<file path="config.mk">
export PLATFORM = sky130hd
export DESIGN_NAME = pws_pwm_timer
export DESIGN_NICKNAME = d
export VERILOG_FILES = /design/src/rtl/pws_pkg.sv /design/src/rtl/pws_pwm_timer.sv
export SDC_FILE = /design/constraint.sdc
export NUM_CORES = 1
export LEC_CHECK = 0
export ABC_AREA = 1
export BUFFER_PORTS_ARGS = -buffer_cell sky130_fd_sc_hd__buf_2
export CORE_ASPECT_RATIO = 0.75
export CORE_UTILIZATION = 54
export DETAILED_ROUTE_END_ITERATION = 10
export PLACE_DENSITY = 0.69
export SLEW_MARGIN = 20
export SYNTH_ARGS = -nofsm -noshare
export SYNTH_HDL_FRONTEND = slang
export SYNTH_SLANG_ARGS = --single-unit
</file>
<file path="constraint.sdc">
create_clock -name clk -period 6.3 [get_ports clk]
set_input_delay 0.315 -clock clk [delete_from_list [all_inputs] [get_ports clk]]
set_output_delay 0.315 -clock clk [all_outputs]
set_load 0.02 [all_outputs]
</file>
<file path="src/rtl/pws_pkg.sv">
// Purpose: shared constants and types of the four-unit pwm timer block
// Assumes: 32-bit apb, registers 16 bits wide in the low half of each word
// Notes:   struct field order fixes the register bit layout
package pws_pkg;
  localparam int          NUM_UNITS  = 4;
  localparam logic [5:0]  UNIT_FIRST = 6'h05;
  localparam logic [4:0]  REG_CTRL   = 5'h00;
  localparam logic [4:0]  REG_PERIOD = 5'h04;
  localparam logic [4:0]  REG_WIDTH  = 5'h08;
  localparam logic [4:0]  REG_COUNT  = 5'h0C;
  localparam logic [7:0]  OFF_CONFIG = 8'h80;
  localparam logic [15:0] CTRL_RESET = 16'h0000;
  localparam logic [15:0] CTRL_WMASK = 16'h075F;
  localparam logic [15:0] CFG_RESET  = 16'h0000;
  localparam logic [15:0] CFG_WMASK  = 16'hC00F;
  localparam logic [15:0] VAL_RESET  = 16'h0000;
  localparam logic [15:0] CNT_START  = 16'h0001;
  localparam logic [1:0]  FIRST_STAGE_PRESCALER_MAX2  = 2'h1;
  localparam logic [1:0]  FIRST_STAGE_PRESCALER_MAX3  = 2'h2;
  localparam logic [2:0]  CLK_SEL_TOP = 3'h7;
  localparam logic [7:0]  TAP_TOP    = 8'hFF;

  typedef struct packed {
    logic       flag;
    logic [3:0] rsv_hi;
    logic [2:0] irq_level;
    logic       rsv_lo;
    logic       arb_low;
    logic       load;
    logic       output_polarity_bit;
    logic       en;
    logic [2:0] clk_sel;
  } pws_ctrl_t;

  typedef struct packed {
    logic [1:0] vect_hi;
    logic [9:0] rsv;
    logic       div3;
    logic [2:0] arb_hi;
  } pws_cfg_t;

  typedef struct packed {
    logic       valid;
    logic [3:0] arb;
    logic [7:0] vector;
  } pws_iack_rsp_t;
endpackage

</file>
<file path="src/rtl/pws_pwm_timer.sv">
// Purpose: four pwm units with shared prescaler, apb registers, level irq and arbitration
// Assumes: single clock, apb slave with zero wait states
// Notes:   unit i sits at byte 32*i, config word at 0x80
`timescale 1ns/1ps

// Functional notes
// - output period equals selected divide ratio times active period value
// - prescaler fed by div2 or div3 stage, top tap divides by 256 more
// - shortest high pulse is one prescaled counter clock
// - longest non-steady pulse is one counter clock under the period
// - width zero keeps the output flop cleared
// - width at or above period keeps the output flop set
// - boundary cases hold a steady pin level chosen by polarity
// - period zero means 65536 clocks, widest pulse 65535
// - counter keeps counting during 0% and 100% duty
// - unused bits and locations read zero, writes ignored
// - four independent units, each with its own registers
// - each unit holds a 3-bit level and 1-bit arbitration value
// - level picks one of seven request lines, zero requests none
// - arbitration number is unit bit plus three shared config bits
// - lowest numbered requesting unit wins at the arbitrated level
// - vector is two config high bits then six bits of unit number
// - units are numbered 5 to 8
// - counter held at one when disabled, reloads to one on period match
// - width match clears output flop, counter untouched
// - next values copy to active at period start or on load write
// - flag sets at period start, request while flag and level nonzero
module pws_pwm_timer (
  input  wire logic                  clk,
  input  wire logic                  reset_n,
  input  wire logic                  psel,
  input  wire logic                  penable,
  input  wire logic                  pwrite,
  input  wire logic [7:0]            paddr,
  input  wire logic [31:0]           pwdata,
  output logic                       pready,
  output logic [31:0]                prdata,
  output logic                       pslverr,
  output logic [3:0]                 pwm_out,
  output logic [7:1]                 irq_lines,
  input  wire logic                  iack_req,
  input  wire logic [2:0]            iack_level,
  output pws_pkg::pws_iack_rsp_t     iack_rsp
);
  localparam int N = pws_pkg::NUM_UNITS;

  function automatic logic [7:0] tap_mask(input logic [2:0] sel);
    logic [8:0] m;
    m = (9'h001 << sel) - 9'h001;
    tap_mask = (sel == pws_pkg::CLK_SEL_TOP) ? pws_pkg::TAP_TOP : m[7:0];
  endfunction

  function automatic logic [31:0] word16(input logic [15:0] v);
    word16 = {16'h0000, v};
  endfunction

  pws_pkg::pws_ctrl_t ctrl_q [N];
  pws_pkg::pws_cfg_t  cfg_q;
  logic [15:0]        nper_q [N];
  logic [15:0]        nwid_q [N];
  logic [15:0]        aper_q [N];
  logic [15:0]        awid_q [N];
  logic [15:0]        cnt_q  [N];
  logic [N-1:0]       ff_q;
  logic [N-1:0]       ff_d;
  logic [N-1:0]       tick;
  logic [N-1:0]       pstart;
  logic [N-1:0]       wend;
  logic [N-1:0]       req;
  logic [1:0]         first_stage_prescaler_q;
  logic [7:0]         psc_q;
  logic               pclk_tick;
  logic               setup;
  logic               commit;
  logic               in_unit;
  logic               cfg_hit;
  logic               mapped;
  logic [1:0]         unit;
  logic [4:0]         regoff;
  pws_pkg::pws_ctrl_t wr_ctrl;
  logic [N-1:0]       req_q;
  logic [2:0]         lvl_q  [N];

  // write strobe of one register of one unit, taken at the access edge
  function automatic logic unit_wr(input int idx, input logic [4:0] off);
    unit_wr = commit && in_unit && unit == 2'(idx) && regoff == off;
  endfunction

  ////////////////////////////////////////////////////////////////////////////
  // apb decode; zero wait states, so pready follows the access phase
  assign setup   = psel && !penable;
  assign pready  = psel && penable;
  assign commit  = psel && penable && pwrite;
  assign unit    = paddr[6:5];
  assign regoff  = paddr[4:0];
  assign in_unit = !paddr[7] && (regoff == pws_pkg::REG_CTRL || regoff == pws_pkg::REG_PERIOD ||
                   regoff == pws_pkg::REG_WIDTH || regoff == pws_pkg::REG_COUNT);
  assign cfg_hit = (paddr == pws_pkg::OFF_CONFIG);
  assign mapped  = in_unit || cfg_hit;
  assign wr_ctrl = pws_pkg::pws_ctrl_t'(pwdata[15:0]);

  always_ff @(posedge clk or negedge reset_n) begin
    if (!reset_n) begin
      prdata  <= 32'h0000_0000;
      pslverr <= 1'b0;
    end else if (setup) begin
      pslverr <= !mapped;
      prdata  <= 32'h0000_0000;
      if (cfg_hit && !pwrite) begin
        prdata <= word16(cfg_q);
      end else if (in_unit && !pwrite) begin
        unique case (regoff)
          pws_pkg::REG_CTRL:   prdata <= word16(ctrl_q[unit]);
          pws_pkg::REG_PERIOD: prdata <= word16(nper_q[unit]);
          pws_pkg::REG_WIDTH:  prdata <= word16(nwid_q[unit]);
          default:             prdata <= word16(cnt_q[unit]);
        endcase
      end
    end
  end

  always_ff @(posedge clk or negedge reset_n) begin
    if (!reset_n) begin
      cfg_q <= pws_pkg::CFG_RESET;
    end else if (commit && cfg_hit) begin
      cfg_q <= pwdata[15:0] & pws_pkg::CFG_WMASK;
    end
  end

  ////////////////////////////////////////////////////////////////////////////
  // shared first stage and 8-bit prescaler
  always_ff @(posedge clk or negedge reset_n) begin
    if (!reset_n) begin
      first_stage_prescaler_q <= 2'h0;
      psc_q  <= 8'h00;
    end else begin
      if (pclk_tick) begin
        first_stage_prescaler_q <= 2'h0;
        psc_q  <= psc_q + 8'h01;
      end else begin
        first_stage_prescaler_q <= first_stage_prescaler_q + 2'h1;
      end
    end
  end

  assign pclk_tick = (first_stage_prescaler_q == (cfg_q.div3 ? pws_pkg::FIRST_STAGE_PRESCALER_MAX3 : pws_pkg::FIRST_STAGE_PRESCALER_MAX2));

  ////////////////////////////////////////////////////////////////////////////
  // per-unit sequencing
  always_comb begin
    for (int i = 0; i < N; i++) begin
      tick[i]   = pclk_tick && ((psc_q & tap_mask(ctrl_q[i].clk_sel)) ==
                  tap_mask(ctrl_q[i].clk_sel));
      pstart[i] = ctrl_q[i].en && tick[i] && (cnt_q[i] == aper_q[i]);
      wend[i]   = ctrl_q[i].en && tick[i] && (cnt_q[i] == awid_q[i]);
      req[i]    = ctrl_q[i].flag && (ctrl_q[i].irq_level != 3'h0);
      if (!ctrl_q[i].en) begin
        ff_d[i] = 1'b0;
      end else if (awid_q[i] == 16'h0000) begin
        ff_d[i] = 1'b0;
      end else if (aper_q[i] != 16'h0000 && awid_q[i] >= aper_q[i]) begin
        ff_d[i] = 1'b1;
      end else if (pstart[i]) begin
        ff_d[i] = 1'b1;
      end else if (wend[i]) begin
        ff_d[i] = 1'b0;
      end else begin
        ff_d[i] = ff_q[i];
      end
    end
  end

  always_ff @(posedge clk or negedge reset_n) begin
    if (!reset_n) begin
      for (int i = 0; i < N; i++) begin
        cnt_q[i] <= pws_pkg::CNT_START;
      end
    end else begin
      // a period shrunk below the running count is only met after the wrap
      for (int i = 0; i < N; i++) begin
        if (!ctrl_q[i].en || pstart[i]) begin
          cnt_q[i] <= pws_pkg::CNT_START;
        end else if (tick[i]) begin
          cnt_q[i] <= cnt_q[i] + 16'h0001;
        end
      end
    end
  end

  // the pin is taken after the polarity xor so a pol write cannot glitch it
  always_ff @(posedge clk or negedge reset_n) begin
    if (!reset_n) begin
      ff_q    <= '0;
      pwm_out <= '0;
    end else begin
      ff_q <= ff_d;
      for (int i = 0; i < N; i++) begin
        pwm_out[i] <= ff_d[i] ^ ctrl_q[i].output_polarity_bit;
      end
    end
  end

  // a write landing on the period edge would tear the pair, so that copy waits
  always_ff @(posedge clk or negedge reset_n) begin
    if (!reset_n) begin
      for (int i = 0; i < N; i++) begin
        nper_q[i] <= pws_pkg::VAL_RESET;
        nwid_q[i] <= pws_pkg::VAL_RESET;
        aper_q[i] <= pws_pkg::VAL_RESET;
        awid_q[i] <= pws_pkg::VAL_RESET;
      end
    end else begin
      for (int i = 0; i < N; i++) begin
        if (unit_wr(i, pws_pkg::REG_PERIOD)) begin
          nper_q[i] <= pwdata[15:0];
        end
        if (unit_wr(i, pws_pkg::REG_WIDTH)) begin
          nwid_q[i] <= pwdata[15:0];
        end
        if ((unit_wr(i, pws_pkg::REG_CTRL) && wr_ctrl.load) ||
            (pstart[i] && !unit_wr(i, pws_pkg::REG_PERIOD) &&
             !unit_wr(i, pws_pkg::REG_WIDTH))) begin
          aper_q[i] <= nper_q[i];
          awid_q[i] <= nwid_q[i];
        end
      end
    end
  end

  always_ff @(posedge clk or negedge reset_n) begin
    if (!reset_n) begin
      for (int i = 0; i < N; i++) begin
        ctrl_q[i] <= pws_pkg::CTRL_RESET;
      end
    end else begin
      for (int i = 0; i < N; i++) begin
        if (unit_wr(i, pws_pkg::REG_CTRL)) begin
          ctrl_q[i] <= pwdata[15:0] & pws_pkg::CTRL_WMASK;
          // write one clears the flag, but a period start in the same cycle wins
          ctrl_q[i].flag <= pstart[i] || (ctrl_q[i].flag && !wr_ctrl.flag);
        end else if (pstart[i]) begin
          ctrl_q[i].flag <= 1'b1;
        end
      end
    end
  end

  ////////////////////////////////////////////////////////////////////////////
  // request lines and arbitration among the units
  always_ff @(posedge clk or negedge reset_n) begin
    if (!reset_n) begin
      irq_lines <= '0;
    end else begin
      for (int l = 1; l < 8; l++) begin
        irq_lines[l] <= 1'b0;
        for (int i = 0; i < N; i++) begin
          if (req[i] && ctrl_q[i].irq_level == 3'(l)) begin
            irq_lines[l] <= 1'b1;
          end
        end
      end
    end
  end

  // the answer uses the same registered view that drives the lines, so no unit
  // can win on a level whose line was still low at the acknowledge edge
  always_ff @(posedge clk or negedge reset_n) begin
    if (!reset_n) begin
      req_q <= '0;
      for (int i = 0; i < N; i++) begin
        lvl_q[i] <= 3'h0;
      end
    end else begin
      req_q <= req;
      for (int i = 0; i < N; i++) begin
        lvl_q[i] <= ctrl_q[i].irq_level;
      end
    end
  end

  // scanning downward lets the lowest numbered pending unit overwrite the rest
  always_ff @(posedge clk or negedge reset_n) begin
    if (!reset_n) begin
      iack_rsp <= '0;
    end else begin
      iack_rsp.valid <= 1'b0;
      if (iack_req) begin
        for (int i = N - 1; i >= 0; i--) begin
          if (req_q[i] && lvl_q[i] == iack_level) begin
            iack_rsp.valid  <= 1'b1;
            iack_rsp.arb    <= {ctrl_q[i].arb_low, cfg_q.arb_hi};
            iack_rsp.vector <= {cfg_q.vect_hi, pws_pkg::UNIT_FIRST + 6'(i)};
          end
        end
      end
    end
  end
endmodule

</file>
==> results.sh <==
export IMPL_path_common_cell="nand2_1"
export IMPL_grt_pass1_vias=21300
export IMPL_avgRoutedWirePerCell_um=22.6
export IMPL_synth_seq_cells=435
export IMPL_drtIter0Drc=2958
export IMPL_grt_max_degree=165
export IMPL_critPathKind="flip-flop to flip-flop"
export IMPL_die_y_um=187
export IMPL_synthFlopType="dfrtp_1"
export IMPL_cp_depth=16
export IMPL_io_buffers=72
export IMPL_fp_dieArea_mm2=0.0464
export IMPL_grt_overflow_total=0
export IMPL_cts_root_buffer="clkbuf_16"
export IMPL_reg2reg_depth=16
export IMPL_critical_path_top_delay_family="simple AND/OR/NAND/NOR gates"
export IMPL_leakagePower_nw=12.7
export IMPL_grt_pass1_wl_um=130000
export IMPL_ys_types=49
export IMPL_critPathMaxFanout=39
export IMPL_rsz0062_at_grt="false"
export IMPL_gp_congestion=1.00
export IMPL_syn_cell_area_mm2=0.0246
export IMPL_r2r_end="aper_q[16]"
export IMPL_fin_area_mm2=0.0266
export IMPL_via_per_inst=6.02
export IMPL_yosysSeqAreaShare=0.443
export IMPL_synth_top_family_by_area="simple AND/OR/NAND/NOR gates"
export IMPL_yosysMostFrequentCell="nand2_1"
export IMPL_synthCells=3195
export IMPL_synth_top_area_frac=0.438
export IMPL_clock_sinks=435
export IMPL_insertion_delay_ns=0.58
export IMPL_min_period_ns=3.53
export IMPL_synth_mux_area_frac=0
export IMPL_clkTransAtPathRegs_ns=0.06
export IMPL_start_kind="flip-flop"
export IMPL_powerDensity_mw_per_mm2=247
export IMPL_drv_slew=0
export IMPL_power_mw=6.57
export IMPL_end_kind="flip-flop"
export IMPL_grt_total_usage=0.371
export IMPL_synthTopCellsByArea="dfrtp_1 (44%), nand2_1 (14%), o21ai_0 (6.3%)"
export IMPL_max_freq_ghz=0.283
export IMPL_critPathLaunch="ctrl_q[18]"
export IMPL_synthTopCellsByCount="nand2_1 (944), dfrtp_1 (431), inv_1 (390), o21ai_0 (310), nand3_1 (164)"
export IMPL_worst_path_largest_cell_delay_ns=0.59
export IMPL_row_count=67
export IMPL_antenna_left=0
export IMPL_tritoncts="done"
export IMPL_setup_tns_ns=0
export IMPL_ff2ff_setup_slack_ns=2.77
export IMPL_maxCapViolCount=0
export IMPL_grt_antenna_before_repair=3
export IMPL_detailed_place_hpwl_um=64700
export IMPL_synth_area_leader_cell="dfrtp_1"
export IMPL_cts_path_max_buffers=3
export IMPL_synth_compound_area_frac=0.142
export IMPL_hold_violations=0
export IMPL_crit_end="aper_q[16]"
export IMPL_yosysWarningCount=0
export IMPL_cts_resized=0
export IMPL_tightest_slew_ns=1.04
export IMPL_h_tree_depth=2
export IMPL_status="complete, no violations"
export IMPL_synthSimpleGateAreaFrac=0.254
export IMPL_cts_hold_buf=2
export IMPL_ir_drop_mv=0.202
export IMPL_fp_coreArea_mm2=0.0448
export IMPL_drc=0
export IMPL_slew_headroom=0.302
export IMPL_avgSynthCellArea_um2=7.70
export IMPL_async_flop_share=1.00
export IMPL_cts_made_buffers=46
export IMPL_placed_cell_area_mm2=0.0251
export IMPL_hold_slack_ns=0.0687
export IMPL_post_route_period_util=0.561
export IMPL_worstPathArrival_ns=3.98
export IMPL_areaGrowthSynthToFinish_pct=8.05
export IMPL_final_nets=3316
export IMPL_cp_cell_sequence="nor2_2 -> nand2_1 -> ha_1 -> nand2_1 -> nand2_1 -> nand2_1 -> nand2_1 -> inv_1 -> nand3_1 -> nor2_2 -> nand4_1 -> nand2_1 -> buf_4 -> inv_2 -> nand2_1 -> o21ai_1"
export IMPL_fin_util=0.594
export IMPL_hold_class="input pin to flip-flop"
export IMPL_synth_edff_count=0
export IMPL_nFillCells=4125
export IMPL_synth_xor_area_frac=0.0288
export IMPL_crit_slowest_cell="nor2_2"
export IMPL_finalSetupViolCount=0
export IMPL_required_ns=6.75
export IMPL_crit_buf_inv=3
export IMPL_final_layout_size_suffix_gt1_frac=0.0872
export IMPL_synthAdderAreaFrac=0.0371
export IMPL_r2r_start="ctrl_q[18]"
export IMPL_num_vias=23000
export IMPL_initial_core_util=0.549
export IMPL_die_w_um=248
export IMPL_postCtsSetupRepairBufs=0
export IMPL_fin_skew_ns=0.0181
export IMPL_ios=107
export IMPL_dr_pass1_iters=6
export IMPL_wirelength_um=86200
flip-flops by register name, indices dropped and copies added (netlist names):
name / count
nwid_q: 64
pslverr: 1
ff_q: 4
req_q: 4
cnt_q: 64
awid_q: 64
lvl_q: 12
prdata: 16
iack_rsp: 11
irq_lines: 7
pwm_out: 4
psc_q: 8
aper_q: 64
nper_q: 64
first_stage_prescaler_q: 2
cfg_q: 6
ctrl_q: 40
worst min-delay path: stages:
cell and delay [ns]:
buf_2 0.16, nand2_1 0.08, nand2_1 0.05
kinds of logic (layout without fill, tap and decap cells):
family	Yosys count	count (layout)
xor+xnor	81	81
other cells	1	21
simple gates	1455	1455
flops	435	435
fa+ha+maj	73	73
buf+inv	560	572
compound gates	590	590
cells in the final DEF, fill, tap and decap left out, drive strengths merged, types with 66 or more instances in the layout:
cell | Yosys | layout
nand2 | 952 | 952
dfrtp | 431 | 431
inv | 399 | 400
o21ai | 391 | 391
nand3 | 169 | 169
nor2 | 150 | 150
nand4 | 94 | 94
buf | 71 | 92
ha | 73 | 73
o22ai | 72 | 72
clkbuf | 89 | 66
worst min-delay path by stage:
stage / endpoint / depth (start not counted) / startpoint / slack [ns]
6_report: nper_q[39] / 3 / pwdata[7] / 0.07
5_1_grt: nper_q[39] / 3 / pwdata[7] / 0.09
4_1_cts: nper_q[39] / 3 / pwdata[7] / 0.04
3_5_place_dp: cnt_q[11] / 1 / reset_n / 0.28
3_3_place_gp: cnt_q[11] / 1 / reset_n / 0.28
2_1_floorplan: aper_q[0] / 0 / reset_n / 0.02
power breakdown:
group          switching, mW  internal (mW)
combinational          0.577          0.240
clock                   1.16           1.54
sequential             0.151           2.90
total                   1.89           4.68
per-stage QoR:
stage	std cells	setup slack, ns
after floorplan	3212	4.16
after global placement	3730	2.84
after detailed placement	3730	2.78
after CTS	3810	2.82
after global routing	3811	2.49
final	3813	2.77
metal layers:
metal / vias to the layer above / track usage / part of all wire
li1: 10400 / - / -
met1: 11100 / 0.533 / 0.42
met5: - / 0.00714 / 0.00068
met3: 215 / 0.111 / 0.12
met4: 4 / 0.141 / 0.041
met2: 1202 / 0.525 / 0.41
final cells by class:
class / count / area, um^2 / share of cell area
clock buffers: 66 / 1330 / 0.0500
inverters: 400 / 1500 / 0.0565
repair buffers: 94 / 553 / 0.0208
clock inverters: 12 / 120 / 0.00452
multi-input cells: 2217 / 11400 / 0.431
flip-flops and latches: 435 / 10900 / 0.410
well taps: 586 / 733 / 0.0276
diodes: 3 / 7.51 / 0.000282
Note: power is estimated with default switching activity, not from simulation.
